===== src/rtl/uart_core_defines.svh =====
`ifndef UART_CORE_DEFINES_SVH
`define UART_CORE_DEFINES_SVH

// control register fields
`define CTL_WIDTH        4
`define CTL_MODULE_EN    0
`define CTL_TX_EN        1
`define CTL_RX_EN        2
`define CTL_IR_EN        3
`define CTL_RESET        4'h6

// line control fields
`define LCR_WIDTH        8
`define LCR_BREAK        0
`define LCR_PARITY_EN    1
`define LCR_EVEN         2
`define LCR_STOP2        3
`define LCR_QUEUE_EN     4
`define LCR_LEN_LO       5
`define LCR_LEN_HI       6
`define LCR_STICK        7

// working register layout: integer, fraction, line control
`define WORK_WIDTH       30
`define WORK_RESET       30'h00000000
`define WORK_LCR_HI      7
`define WORK_DIV_LO      8
`define WORK_DIV_HI      29
`define INT_WIDTH        16
`define FRAC_WIDTH       6
`define DIV_WIDTH        22
`define ACC_WIDTH        23
`define ACC_STEP         23'h000040

// queues
`define QUEUE_DEPTH      16
`define TX_WIDTH         8
`define RX_WIDTH         12
`define RX_FRAMING       8
`define RX_PARITY        9
`define RX_BREAK         10
`define RX_OVERRUN       11

// oversample tick positions
`define TICK_START_CHECK 4'h7
`define TICK_LAST        4'hf
`define IR_PULSE_TICKS   4'h3
`define IR_HOLD_TICKS    4'hf

`endif


===== src/rtl/uart_core_pkg.sv =====
package uart_core_pkg;

   typedef enum logic [4:0] {
      TX_IDLE   = 5'h01,
      TX_START  = 5'h02,
      TX_DATA   = 5'h04,
      TX_PARITY = 5'h08,
      TX_STOP   = 5'h10
   } tx_state_type;

   typedef enum logic [4:0] {
      RX_IDLE   = 5'h01,
      RX_START  = 5'h02,
      RX_DATA   = 5'h04,
      RX_PARITY = 5'h08,
      RX_STOP   = 5'h10
   } rx_state_type;

endpackage


===== src/rtl/uart_queue.sv =====
`timescale 1ns/1ps
`default_nettype none

module uart_queue #(
   parameter int WIDTH = 8,
   parameter int DEPTH = 16
) (
   input  wire logic             clk_sys,
   input  wire logic             reset,
   input  wire logic             singleEntry,
   input  wire logic [WIDTH-1:0] inData,
   input  wire logic             inValid,
   output logic                  inReady,
   output logic      [WIDTH-1:0] outData,
   output logic                  outValid,
   input  wire logic             outReady
);
   localparam int ABITS = $clog2(DEPTH);

   logic [WIDTH-1:0] mem [DEPTH];
   logic [ABITS-1:0] wrPtr_reg;
   logic [ABITS-1:0] rdPtr_reg;
   logic [ABITS:0]   count_reg;
   logic [ABITS:0]   count_next;
   logic             inReady_reg;
   logic             outValid_reg;
   logic             push;
   logic             pop;

   assign push = inValid & inReady_reg;
   assign pop = outReady & outValid_reg;
   assign inReady = inReady_reg;
   assign outValid = outValid_reg;
   assign outData = mem[rdPtr_reg];

   always_comb begin
      count_next = count_reg;
      if (push & ~pop) begin
         count_next = count_reg + 1'b1;
      end else if (pop & ~push) begin
         count_next = count_reg - 1'b1;
      end
   end

   always_ff @(posedge clk_sys) begin
      if (push) begin
         mem[wrPtr_reg] <= inData;
      end
   end

   // flags registered from the next count so both ports see flop outputs
   always_ff @(posedge clk_sys or posedge reset) begin
      if (reset) begin
         wrPtr_reg    <= '0;
         rdPtr_reg    <= '0;
         count_reg    <= '0;
         inReady_reg  <= 1'b1;
         outValid_reg <= 1'b0;
      end else begin
         if (push) begin
            wrPtr_reg <= (wrPtr_reg == ABITS'(DEPTH - 1)) ? '0 : wrPtr_reg + 1'b1;
         end
         if (pop) begin
            rdPtr_reg <= (rdPtr_reg == ABITS'(DEPTH - 1)) ? '0 : rdPtr_reg + 1'b1;
         end
         count_reg    <= count_next;
         inReady_reg  <= (count_next != (ABITS+1)'(DEPTH))
                         & ~(singleEntry & (count_next != '0));
         outValid_reg <= (count_next != '0);
      end
   end

endmodule

`default_nettype wire


===== src/rtl/uart_tx_rx_baud_core.sv =====
// Contract
// - separate transmit/receive enables, both set at reset
// - disabling mid-character finishes that character
// - start, data lsb first, parity, stop
// - receive overrun, parity, framing, break flags stored
// - divisor is 16.6 fixed-point tick period (one sixteenth of a bit)
// - divisor equals clock over sixteen baud
// - sixteen-times tick; transmit bit is sixteen ticks
// - 30-bit working register loads on line-control write
// - two 16-entry queues; receive adds four status
// - queued character starts frames, back to back
// - busy until queue empty and shifter done
// - falling edge starts; valid if low tick eight
// - data sampled every 16 ticks, then parity
// - stop bit high else framing error
// - infrared mode modulates the transmit pin, stretches receive pulses
// - zero sends 3/16 high pulse, one low
// - queues single-entry until queue enable set
// - read gives 12 bits, write takes 8
// - five to eight bits, parity kinds, stops
`include "uart_core_defines.svh"
`timescale 1ns/1ps
`default_nettype none

module uart_tx_rx_baud_core (
   input  wire logic                     clk_sys,
   input  wire logic                     reset,
   input  wire logic                     controlWrite,
   input  wire logic [`CTL_WIDTH-1:0]    controlIn,
   input  wire logic                     integerDivisorWrite,
   input  wire logic [`INT_WIDTH-1:0]    integerDivisorIn,
   input  wire logic                     fractionalDivisorWrite,
   input  wire logic [`FRAC_WIDTH-1:0]   fractionalDivisorIn,
   input  wire logic                     lineControlWrite,
   input  wire logic [`LCR_WIDTH-1:0]    lineControlIn,
   input  wire logic [`TX_WIDTH-1:0]     txData,
   input  wire logic                     txValid,
   output logic                          txReady,
   output logic      [`RX_WIDTH-1:0]     rxData,
   output logic                          rxValid,
   input  wire logic                     rxReady,
   input  wire logic                     serialRxPin,
   output logic                          serialTxPin,
   output logic                          busy,
   output logic      [`CTL_WIDTH-1:0]    controlState
);
   import uart_core_pkg::*;

   logic [`CTL_WIDTH-1:0]  control_reg;
   logic [`INT_WIDTH-1:0]  intDivisor_reg;
   logic [`FRAC_WIDTH-1:0] fracDivisor_reg;
   logic [`WORK_WIDTH-1:0] work_reg;
   logic [`ACC_WIDTH-1:0]  baudAcc_reg;
   logic [`ACC_WIDTH-1:0]  baudSum;
   logic [`DIV_WIDTH-1:0]  divisor;
   logic                   tick_reg;
   logic [`LCR_WIDTH-1:0]  lineCtl;
   logic [2:0]             lastBit;
   logic                   irMode;
   logic                   txEnabled;
   logic                   rxEnabled;

   assign lineCtl = work_reg[`WORK_LCR_HI:0];
   assign divisor = work_reg[`WORK_DIV_HI:`WORK_DIV_LO];
   assign lastBit = {1'b1, lineCtl[`LCR_LEN_HI:`LCR_LEN_LO]};
   assign irMode = control_reg[`CTL_IR_EN];
   assign txEnabled = control_reg[`CTL_MODULE_EN] & control_reg[`CTL_TX_EN];
   assign rxEnabled = control_reg[`CTL_MODULE_EN] & control_reg[`CTL_RX_EN];
   assign controlState = control_reg;

   // parity over the configured length; stick forces a constant level
   function automatic logic parityOf(input logic [7:0] data, input logic [2:0] lastIdx,
                                     input logic even, input logic stick);
      logic [7:0] mask;
      logic       odd;
      mask = 8'hff >> (3'h7 - lastIdx);
      odd = ^(data & mask);
      if (stick) begin
         parityOf = ~even;
      end else begin
         parityOf = even ? odd : ~odd;
      end
   endfunction

   // settings; software keeps the module disabled while these change
   always_ff @(posedge clk_sys or posedge reset) begin
      if (reset) begin
         control_reg     <= `CTL_RESET;
         intDivisor_reg  <= '0;
         fracDivisor_reg <= '0;
         work_reg        <= `WORK_RESET;
      end else begin
         if (controlWrite) begin
            control_reg <= controlIn;
         end
         if (integerDivisorWrite) begin
            intDivisor_reg <= integerDivisorIn;
         end
         if (fractionalDivisorWrite) begin
            fracDivisor_reg <= fractionalDivisorIn;
         end
         if (lineControlWrite) begin
            work_reg <= {intDivisor_reg, fracDivisor_reg, lineControlIn};
         end
      end
   end

   // accumulate 64ths of a clock against the divisor
   assign baudSum = baudAcc_reg + `ACC_STEP;
   always_ff @(posedge clk_sys or posedge reset) begin
      if (reset) begin
         baudAcc_reg <= '0;
         tick_reg    <= 1'b0;
      end else if (divisor == '0) begin
         baudAcc_reg <= '0;
         tick_reg    <= 1'b0;
      end else if (baudSum >= {1'b0, divisor}) begin
         baudAcc_reg <= baudSum - {1'b0, divisor};
         tick_reg    <= 1'b1;
      end else begin
         baudAcc_reg <= baudSum;
         tick_reg    <= 1'b0;
      end
   end

   // transmit
   tx_state_type          txState_reg;
   logic [3:0]            txTick_reg;
   logic [2:0]            txBit_reg;
   logic [7:0]            txShift_reg;
   logic                  txParity_reg;
   logic                  txSecondStop_reg;
   logic                  txLine_reg;
   logic                  busy_reg;
   logic [`TX_WIDTH-1:0]  txQueueData;
   logic                  txQueueValid;
   logic                  txPop;
   logic                  txLevel;
   logic                  txBitDone;

   assign txPop = (txState_reg == TX_IDLE) & txQueueValid & txEnabled;
   assign txBitDone = tick_reg & (txTick_reg == `TICK_LAST);

   uart_queue #(
      .WIDTH(`TX_WIDTH),
      .DEPTH(`QUEUE_DEPTH)
   ) txQueue (
      .clk_sys    (clk_sys),
      .reset      (reset),
      .singleEntry(~lineCtl[`LCR_QUEUE_EN]),
      .inData     (txData),
      .inValid    (txValid),
      .inReady    (txReady),
      .outData    (txQueueData),
      .outValid   (txQueueValid),
      .outReady   (txPop)
   );

   // a started frame runs to its last stop bit
   always_ff @(posedge clk_sys or posedge reset) begin
      if (reset) begin
         txState_reg      <= TX_IDLE;
         txTick_reg       <= '0;
         txBit_reg        <= '0;
         txShift_reg      <= '0;
         txParity_reg     <= 1'b0;
         txSecondStop_reg <= 1'b0;
      end else begin
         if (tick_reg && txState_reg != TX_IDLE) begin
            txTick_reg <= txTick_reg + 1'b1;
         end
         case (txState_reg)
            TX_IDLE: begin
               if (txPop) begin
                  txShift_reg      <= txQueueData;
                  txParity_reg     <= parityOf(txQueueData, lastBit,
                                               lineCtl[`LCR_EVEN], lineCtl[`LCR_STICK]);
                  txTick_reg       <= '0;
                  txBit_reg        <= '0;
                  txSecondStop_reg <= 1'b0;
                  txState_reg      <= TX_START;
               end
            end
            TX_START: begin
               if (txBitDone) begin
                  txState_reg <= TX_DATA;
               end
            end
            TX_DATA: begin
               if (txBitDone) begin
                  txShift_reg <= {1'b0, txShift_reg[7:1]};
                  txBit_reg   <= txBit_reg + 1'b1;
                  if (txBit_reg == lastBit) begin
                     txState_reg <= lineCtl[`LCR_PARITY_EN] ? TX_PARITY : TX_STOP;
                  end
               end
            end
            TX_PARITY: begin
               if (txBitDone) begin
                  txState_reg <= TX_STOP;
               end
            end
            TX_STOP: begin
               if (txBitDone) begin
                  if (lineCtl[`LCR_STOP2] && !txSecondStop_reg) begin
                     txSecondStop_reg <= 1'b1;
                  end else begin
                     txState_reg <= TX_IDLE;
                  end
               end
            end
            default: begin
               txState_reg <= TX_IDLE;
            end
         endcase
      end
   end

   always_comb begin
      case (txState_reg)
         TX_START:  txLevel = 1'b0;
         TX_DATA:   txLevel = txShift_reg[0];
         TX_PARITY: txLevel = txParity_reg;
         default:   txLevel = 1'b1;
      endcase
      if (lineCtl[`LCR_BREAK]) begin
         txLevel = 1'b0;
      end
   end

   always_ff @(posedge clk_sys or posedge reset) begin
      if (reset) begin
         txLine_reg <= 1'b1;
         busy_reg   <= 1'b0;
      end else begin
         if (irMode) begin
            txLine_reg <= ~txLevel & (txTick_reg < `IR_PULSE_TICKS)
                          & (txState_reg != TX_IDLE);
         end else begin
            txLine_reg <= txLevel;
         end
         busy_reg <= (txValid & txReady) | txQueueValid | (txState_reg != TX_IDLE);
      end
   end

   assign serialTxPin = txLine_reg;
   assign busy = busy_reg;

   // receive
   rx_state_type          rxState_reg;
   logic                  rxMeta_reg;
   logic                  rxSync_reg;
   logic                  rxLine_reg;
   logic                  rxLinePrev_reg;
   logic [3:0]            irHold_reg;
   logic [3:0]            rxTick_reg;
   logic [2:0]            rxBit_reg;
   logic [7:0]            rxShift_reg;
   logic                  rxParityErr_reg;
   logic                  rxAllZero_reg;
   logic                  rxPush_reg;
   logic [`RX_WIDTH-1:0]  rxPushData_reg;
   logic                  overrun_reg;
   logic                  rxQueueReady;
   logic                  rxSample;

   assign rxSample = tick_reg & (rxTick_reg == `TICK_LAST);

   always_ff @(posedge clk_sys or posedge reset) begin
      if (reset) begin
         rxMeta_reg     <= 1'b1;
         rxSync_reg     <= 1'b1;
         rxLine_reg     <= 1'b1;
         rxLinePrev_reg <= 1'b1;
         irHold_reg     <= '0;
      end else begin
         rxMeta_reg     <= serialRxPin;
         rxSync_reg     <= rxMeta_reg;
         rxLinePrev_reg <= rxLine_reg;
         // a short infrared low pulse is stretched to roughly one bit
         if (irMode && !rxSync_reg) begin
            irHold_reg <= `IR_HOLD_TICKS;
         end else if (tick_reg && irHold_reg != '0) begin
            irHold_reg <= irHold_reg - 1'b1;
         end
         if (irMode) begin
            rxLine_reg <= rxSync_reg & (irHold_reg == '0);
         end else begin
            rxLine_reg <= rxSync_reg;
         end
      end
   end

   always_ff @(posedge clk_sys or posedge reset) begin
      if (reset) begin
         rxState_reg     <= RX_IDLE;
         rxTick_reg      <= '0;
         rxBit_reg       <= '0;
         rxShift_reg     <= '0;
         rxParityErr_reg <= 1'b0;
         rxAllZero_reg   <= 1'b0;
         rxPush_reg      <= 1'b0;
         rxPushData_reg  <= '0;
      end else begin
         rxPush_reg <= 1'b0;
         if (tick_reg && rxState_reg != RX_IDLE) begin
            rxTick_reg <= rxTick_reg + 1'b1;
         end
         case (rxState_reg)
            RX_IDLE: begin
               if (rxEnabled && rxLinePrev_reg && !rxLine_reg) begin
                  rxTick_reg      <= '0;
                  rxBit_reg       <= '0;
                  rxShift_reg     <= '0;
                  rxParityErr_reg <= 1'b0;
                  rxAllZero_reg   <= 1'b1;
                  rxState_reg     <= RX_START;
               end
            end
            RX_START: begin
               if (tick_reg && rxTick_reg == `TICK_START_CHECK) begin
                  if (!rxLine_reg) begin
                     rxTick_reg  <= '0;
                     rxState_reg <= RX_DATA;
                  end else begin
                     rxState_reg <= RX_IDLE;
                  end
               end
            end
            RX_DATA: begin
               if (rxSample) begin
                  rxShift_reg[rxBit_reg] <= rxLine_reg;
                  rxAllZero_reg          <= rxAllZero_reg & ~rxLine_reg;
                  rxBit_reg              <= rxBit_reg + 1'b1;
                  if (rxBit_reg == lastBit) begin
                     rxState_reg <= lineCtl[`LCR_PARITY_EN] ? RX_PARITY : RX_STOP;
                  end
               end
            end
            RX_PARITY: begin
               if (rxSample) begin
                  rxParityErr_reg <= rxLine_reg != parityOf(rxShift_reg, lastBit,
                                        lineCtl[`LCR_EVEN], lineCtl[`LCR_STICK]);
                  rxAllZero_reg   <= rxAllZero_reg & ~rxLine_reg;
                  rxState_reg     <= RX_STOP;
               end
            end
            RX_STOP: begin
               if (rxSample) begin
                  rxPush_reg                  <= 1'b1;
                  rxPushData_reg[7:0]         <= rxShift_reg;
                  rxPushData_reg[`RX_FRAMING] <= ~rxLine_reg;
                  rxPushData_reg[`RX_PARITY]  <= rxParityErr_reg;
                  rxPushData_reg[`RX_BREAK]   <= rxAllZero_reg & ~rxLine_reg;
                  rxPushData_reg[`RX_OVERRUN] <= overrun_reg;
                  rxState_reg                 <= RX_IDLE;
               end
            end
            default: begin
               rxState_reg <= RX_IDLE;
            end
         endcase
      end
   end

   // a character lost to a full queue flags the next stored one
   always_ff @(posedge clk_sys or posedge reset) begin
      if (reset) begin
         overrun_reg <= 1'b0;
      end else if (rxPush_reg) begin
         overrun_reg <= ~rxQueueReady;
      end
   end

   uart_queue #(
      .WIDTH(`RX_WIDTH),
      .DEPTH(`QUEUE_DEPTH)
   ) rxQueue (
      .clk_sys    (clk_sys),
      .reset      (reset),
      .singleEntry(~lineCtl[`LCR_QUEUE_EN]),
      .inData     (rxPushData_reg),
      .inValid    (rxPush_reg),
      .inReady    (rxQueueReady),
      .outData    (rxData),
      .outValid   (rxValid),
      .outReady   (rxReady)
   );

endmodule

`default_nettype wire


===== config.mk =====
export PLATFORM = sky130hd
export DESIGN_NAME = uart_tx_rx_baud_core
export DESIGN_NICKNAME = d
export VERILOG_FILES = /design/src/rtl/uart_core_pkg.sv /design/src/rtl/uart_queue.sv /design/src/rtl/uart_tx_rx_baud_core.sv
export VERILOG_INCLUDE_DIRS = /design/src /design/src/rtl
export SDC_FILE = /design/constraint.sdc
export NUM_CORES = 1
export LEC_CHECK = 0
export BUFFER_PORTS_ARGS = -buffer_cell sky130_fd_sc_hd__buf_2
export CAP_MARGIN = 30
export CORE_MARGIN = 2
export CORE_UTILIZATION = 45
export CTS_BUF_LIST = sky130_fd_sc_hd__clkbuf_4
export CTS_CLUSTER_SIZE = 16
export DETAILED_ROUTE_END_ITERATION = 8
export GPL_TIMING_DRIVEN = 1
export SLEW_MARGIN = 40
export SYNTH_ARGS = -nofsm -noshare
export SYNTH_HDL_FRONTEND = slang
export SYNTH_SLANG_ARGS = --single-unit

===== constraint.sdc =====
create_clock -name clk_sys -period 7.8 [get_ports clk_sys]
set_clock_uncertainty 0.2 [all_clocks]
set_input_delay 0.78 -clock clk_sys [delete_from_list [all_inputs] [get_ports clk_sys]]
set_output_delay 0.78 -clock clk_sys [all_outputs]
set_load 0.01 [all_outputs]

==> results.txt, run 1 <==
----------------------------------------------------
[Run status]
  Run status ... finished, final reports clean

[Routing]
  DRC violations left ... 0
  Drt via density ... 5.48
  Initial DRC Count ... 997
  Via count of the routed design ... 13337
  Final routed wire length divided by cell count ... 19.5 um
  Antenna-violating nets left ... 0
  Drt first pass iters ... 5
  Routed wire length ... 47400 um

[Place]
  Number of buffers added on ports ... 70
  Detail Placement HPWL ... 28800 um
  Gpl congestion ... 0.809
  Inst Count DP ... 2140
  Placed inst area ... 22700 um^2

[Clock network]
  Total clock buffers created by CTS ... 134
  Clock slew at reported path FFs ... 70 ps
  Quantity of gates resized following cts ... 0
  Later-pin clock latency in the skew report ... 900 ps
  Clock tree from TritonCTS ... built
  Buffers inserted by post-CTS timing repair ... 0
  Root buffer cell ... clkbuf_4
  H-tree Lvls ... 4
  Total number of clock tree sinks ... 498
  Worst-case clock buffer depth ... 3

[Final layout]
  Fillers ... 3980
  Finished Layout Cells ... 2434
  Max reg flops ... 192
  Share of the core filled with cells ... 0.524
  Final nets ... 1810
  Layout Area Growth over Synthesis ... 14.8%
  Fraction of final layout cells sized beyond drive strength 1 ... 0.250
  Area of all placed cells without fillers ... 25000 um^2

[Floorplanning]
  Initial core utilization ... 0.457
  Overall die width ... 224 um
  Die Y ... 224 um
  Core area ... 47700 um^2
  Ports ... 71
  Full die area ... 50200 um^2
  Core Rows ... 80

[Power]
  Total net switching power ... 2900 uW
  Internal power of the cells ... 5620 uW
  Switching share of total power ... 0.341
  Cell leakage power ... 0.00968 uW
  Max VDD drop ... 0.000252 V
  Sequential share of power ... 0.397
  Power per cell area ... 340 nW/um^2
  Logic gate share of total power ... 0.328
  PnR Total Power ... 8520 uW
  Clock power share ... 0.275

[Synthesis]
  Most used flip-flop cell after synthesis ... edfxtp_1
  Average cell area after synthesis ... 14.5 um^2
  Synth Net Count ... 1600
  Number of flops mapped to enable cells by yosys ... 320
  Area share of the largest cell type after synthesis ... 0.441
  Gate Count Post-Synth ... 1506
  Ranking of synthesized cells by area ... edfxtp_1 (44%), dfrtp_1 (19%), mux4_2 (7.7%), mux2i_1 (2.5%), nand2_1 (2.4%)
  Total of warnings raised by yosys ... 0
  Cell accounting for the most synthesized area ... edfxtp_1
  Most frequent cells after synthesis ... edfxtp_1 (320), dfrtp_1 (167), nand2_1 (141)
  Cell with the most instances after synthesis ... edfxtp_1
  Proportion of register bits with asynchronous set or reset after synthesis ... 0.357
  Mapped cell area ... 21800 um^2
  Post-synthesis register bit count ... 498
  Unique cell type count in the Yosys netlist ... 71
  Sequential-to-total area share from yosys stat ... 0.645

[Timing]
  Slew headroom ... 0.424
  Crit path time final ... 4170 ps
  Fin crit share ... 0.534
  RSZ-0062 raised after global routing ... false
  Setup-failing EPs final ... 0
  Achievable Freq ... 240 MHz
  Final sum of negative setup slack ... 0 ps
  Hold Violations, Final ... 0
  Pin slew with the least headroom to its limit ... 865 ps
  Final-report max-slew violation count ... 0

[Setup path]
  Kind of end point of the critical path ... output pin
  CP bufs+invs ... 2
  Critical path class ... reg2out
  Crit-path leading delay family ... multiplexers
  Arrival time of the worst setup path ... 3190 ps
  Critical Path Slowest Stage Cell ... mux4_2
  Startpoint types ... register
  CP cell instances ... buf_6 -> mux4_2 -> mux4_2 -> buf_2
  Peak per-stage delay on the critical path ... 610 ps
  Source of the worst register-to-register timing path ... baudAcc_reg[6]$_DFF_PP0_
  Cell repeated most along the worst path ... mux4_2
  Max FO, Critical Path ... 53
  Crit path launch ... rxQueue.rdPtr_reg[0]$_DFFE_PP0P_
  Required time of the critical path ... 6820 ps

[Hold path]
  Path category of the worst min-delay check ... reg2reg
  Hold path startpoint ... rxMeta_reg$_DFF_PP1_

[Global routing]
  Global-route total usage across every layer ... 0.196
  Number of global-route vias before repair ... 13753
  Initial antenna violation count ... 2
  Global-route wire length before repair ... 75300 um
  Largest net degree at the start of global routing ... 125
  Overflow left after global routing ... 0

[Job]
  # Max-Cap Violations ... 0

----------------------------------------------------
## cells by family after synthesis
group	count (synthesis)	share of synthesized area
AOI/OAI and AO/OA	244	0.0728
DFF	498	0.645
muxes	165	0.122
xor gates and xnor gates	73	0.0299
adders and majority gates	43	0.0250
and+or+nand+nor	369	0.0803
buffers and inverters	114	0.0249
## routing by layer
metal	part of all wire	track usage
met1	0.45	0.260
met2	0.49	0.316
met3	0.048	0.0455
met4	0.019	0.0757
met5	0	0
## power groups by stage
stage	clock [uW]	sequential (uW)	combinational [uW]
floorplan	0	3300	2280
global placement	0	3420	2730
detailed placement	0	3430	2770
CTS	2420	3380	2810
global route	2560	3430	3110
finish	2340	3390	2790
## path summary, 6_finish.rpt
path | cells after the start | to | slack (ps)
worst min-delay path | 0 | rxSync_reg$_DFF_PP1_ | 150
max in group asynchronous | 4 | rxQueue.rdPtr_reg[0]$_DFFE_PP0P_ | 5890
worst max register to register | 15 | baudAcc_reg[4]$_DFFE_PP0P_ | 3790
min in group asynchronous | 3 | rxParityErr_reg$_DFFE_PP0P_ | 340
worst max-delay path | 4 | rxData[3] | 3630
worst min register to register | 0 | rxSync_reg$_DFF_PP1_ | 150
## metrics by stage
step / hold slack [ps] / setup slack [ps]
after floorplan: 145 / 2010
after global placement: 148 / 3660
after detailed placement: 155 / 3820
after CTS: 106 / 3470
after global routing: 154 / 3450
final: 151 / 3630
## layout make-up
type | count | area (um^2) | share of cell area
clock buffer | 211 | 1580 | 0.0633
clock inverter | 26 | 160 | 0.00640
inverter | 55 | 219 | 0.00875
multi-input combinational | 894 | 7230 | 0.289
antenna | 2 | 5.00 | 0.000200
tap | 615 | 769 | 0.0307
sequential | 498 | 14100 | 0.563
timing repair buffer | 133 | 971 | 0.0388
## worst reg2reg max path, delay by kind of cell, from the launching register on
family	cells	cell delay [ps]
AO/OA/AOI/OAI	3	910
XOR/XNOR	1	160
adder cells (fa/ha/maj)	2	610
buffers and inverters	1	360
flip-flops	1	390
multiplexers	1	220
AND/OR/NAND/NOR	7	1020
## cell usage in the layout, fill, tap and decap left out, types with 21 or more instances in the layout
master         instances
a21oi_1               43
and2_1                22
buf_2                 69
clkbuf_4             211
dfrtp_1              161
dlygate4sd3_1         55
edfxtp_1             320
ha_1                  42
inv_1                 53
mux2_2                35
mux2i_1               54
mux4_2                75
nand2_1              141
nand3_1               37
nor2_1                71
o21ai_0               84
xnor2_1               51
xor2_1                21
## what timing repair did
action	4_1_cts	5_1_grt
hold buffers	55	0
endpoints found under the hold margin	229	0
endpoints found under the setup margin	0	0
Note: power is estimated with default switching activity, not from simulation.
==> run 2: changes to the inputs <==
clock period = 3.7 ns   (was 7.8 ns; I/O delays follow)
==> results.txt, run 2 (synthesis results as in run 1) <==
----------------------------------------------------
[Routing]
  Initial DRC Count ... 867 (-13%)
  Final routed wire length divided by cell count ... 19.3 um (-0.72%)
  Drt via density ... 5.36 (-2.3%)
  Drt first pass iters ... 5 (unchanged)
  Routed wire length ... 48800 um (+2.9%)
  Antenna-violating nets left ... 0 (unchanged)
  DRC violations left ... 0 (unchanged)
  Via count of the routed design ... 13518 (+1.4%)

[Timing]
  Pin slew with the least headroom to its limit ... 784 ps (-80.7 ps)
  Final sum of negative setup slack ... 0 ps (unchanged)
  Setup WS post-layout ... 210 ps (-3420 ps)
  Fin crit share ... 0.943
  Setup-failing EPs final ... 0 (unchanged)
  Hold Violations, Final ... 0 (unchanged)
  Final-report max-slew violation count ... 0 (unchanged)
  Crit path time final ... 3490 ps
  Slew headroom ... 0.473 (+0.0490)
  Achievable Freq ... 287 MHz

[Hold path]
  Path category of the worst min-delay check ... reg2reg
  Worst hold path stage count ... 0 (unchanged)
  Hold path startpoint ... rxMeta_reg$_DFF_PP1_

[Final layout]
  Final nets ... 1899 (+4.9%)
  Fillers ... 3873 (-2.7%)
  Share of the core filled with cells ... 0.544 (+0.0202)
  Multi-input logic area ... 7230 um^2 (about the same)
  Max reg flops ... 192 (unchanged)
  Most common library cell in the layout ignoring fill and taps ... edfxtp_1
  Leading cell types in the layout, fill and taps excluded ... edfxtp_1 (320), clkbuf_4 (197), dfrtp_1 (163)
  Fraction of final layout cells sized beyond drive strength 1 ... 0.245 (-0.00459)
  Sequential cell area ... 14100 um^2 (about the same)
  Layout Area Growth over Synthesis ... 19.2%
  Area of all placed cells without fillers ... 26000 um^2 (+3.8%)

[Setup path]
  Cell repeated most along the worst path ... nand2_1
  Startpoint types ... register
  Count of cells along the worst register-to-register path ... 16 (+1)
  Setup crit end ... baudAcc_reg[21]$_DFF_PP0_
  Kind of end point of the critical path ... register
  Endpoint of the worst register-to-register path ... baudAcc_reg[21]$_DFF_PP0_
  Critical Path Slowest Stage Cell ... dfrtp_1
  CP cell instances ... ha_1 -> nand2_1 -> nor2_2 -> and3_1 -> xor2_1 -> ha_1 -> nand2_1 -> inv_1 -> nand2_1 -> a21o_1 -> a31oi_1 -> nor2_1 -> o2111ai_2 -> buf_4 -> mux2i_1 -> nor2_1
  Source of the worst register-to-register timing path ... baudAcc_reg[6]$_DFF_PP0_
  Max FO, Critical Path ... 7 (-87%)
  Arrival time of the worst setup path ... 4130 ps (+940 ps)
  Required time of the critical path ... 4340 ps (-2480 ps)
  Peak per-stage delay on the critical path ... 410 ps (-200 ps)
  Reg-to-reg setup timing slack ... 210 ps (-3580 ps)
  Crit path launch ... baudAcc_reg[6]$_DFF_PP0_
  Critical path class ... reg2reg

[Global routing]
  Met1 Use GR ... 0.260 (+0.000267)
  Initial antenna violation count ... 2 (unchanged)
  Global-route total usage across every layer ... 0.202 (+0.00611)
  Number of global-route vias before repair ... 14156 (+2.9%)
  GR Util met3 ... 0.0513 (+0.00577)
  Global-route wire length before repair ... 77300 um (+2.7%)
  Gr busiest metal ... met2
  Global Route met2 Usage ... 0.331 (+0.0145)
  Overflow left after global routing ... 0 (unchanged)
  Largest net degree at the start of global routing ... 55 (-56%)

[Power]
  Power per cell area ... 706 nW/um^2 (+110%)
  Cell leakage power ... 0.0101 uW (+4.2%)
  Max VDD drop ... 0.000425 V (+69%)

[Place]
  Placed inst area ... 22900 um^2 (+0.69%)
  Gpl congestion ... 0.837 (+3.4%)
  Number of buffers added on ports ... 70 (unchanged)
  Detail Placement HPWL ... 29500 um (+2.5%)
  Minimum setup slack after placement ... 261 ps (-3560 ps)

[Floorplanning]
  Full die area ... 50200 um^2 (unchanged)
  Core area ... 47700 um^2 (unchanged)
  Overall die width ... 224 um (unchanged)
  Core Rows ... 80 (unchanged)
  Die Y ... 224 um (unchanged)
  Ports ... 71 (unchanged)
  Initial core utilization ... 0.457 (unchanged)

[Clock network]
  Worst-case clock buffer depth ... 3 (unchanged)
  Clock tree from TritonCTS ... built
  Total number of clock tree sinks ... 498 (unchanged)
  Later-pin clock latency in the skew report ... 970 ps (+70 ps)
  H-tree Lvls ... 4 (unchanged)
  Root buffer cell ... clkbuf_4
  Clock slew at reported path FFs ... 60 ps (about the same)
  Total clock buffers created by CTS ... 135 (+0.75%)

[Job]
  # Max-Cap Violations ... 0 (unchanged)

[Run status]
  Run status ... finished, final reports clean

----------------------------------------------------
[run 2: stage by stage]
| step | instances | hold WS [ps] | power (uW) |
|---|---|---|---|
| global route | 2522 | 121 | 19600 |
| global placement | 2154 | 147 | 13100 |
| CTS | 2515 | 59.7 | 18400 |
| detailed placement | 2156 | 149 | 13100 |
| finish | 2524 | 156 | 18400 |
| floorplan | 1506 | 145 | 11800 |
[run 2: metal layers]
metal,vias to the layer above,wire length [um],share of wire
met4,0,996,0.020
met2,316,24000,0.49
met5,-,0,0
met3,79,2140,0.044
met1,6699,21600,0.44
li1,6424,-,-
[run 2: timing repair]
action / in CTS / in global routing
gates resized for setup: 1 / 12
pin swaps: 0 / 2
gates cloned: 0 / 2
hold buffers: 121 / 0
hold endpoints to repair: 377 / 0
setup buffers: 2 / 1
setup endpoints to repair: 9 / 22
[run 2: critical path, delay by kind of cell, from the launching register on]
kind | cells | cell delay, ps
AO/OA/AOI/OAI | 3 | 720
AND/OR/NAND/NOR | 7 | 710
adder cells (fa/ha/maj) | 2 | 600
flip-flops | 1 | 410
buffers and inverters | 2 | 330
multiplexers | 1 | 220
XOR/XNOR | 1 | 170
[run 2: where the power goes]
group	internal (uW)	switching [uW]	total [uW]	leakage, uW
sequential	6530	548	7080	0.00506
clock	2790	2260	5050	0.00105
combinational	2810	3410	6220	0.00397
[run 2: layout make-up]
type / instances / share of cell area
multi-input cells: 894 / 0.278
well taps: 615 / 0.0296
diodes: 5 / 0.000481
flip-flops and latches: 498 / 0.542
clock inverters: 39 / 0.0115
clock buffers: 197 / 0.0569
repair buffers: 221 / 0.0734
inverters: 55 / 0.00809
[run 2: worst min path at each step]
| stage | to | slack, ps |
|---|---|---|
| after floorplan | rxSync_reg$_DFF_PP1_ | 150 |
| after global placement | rxSync_reg$_DFF_PP1_ | 150 |
| after detailed placement | rxSync_reg$_DFF_PP1_ | 150 |
| after CTS | txQueue.mem[11][4]$_DFFE_PP_ | 60 |
| after global routing | txQueue.mem[5][2]$_DFFE_PP_ | 120 |
| final | rxSync_reg$_DFF_PP1_ | 160 |
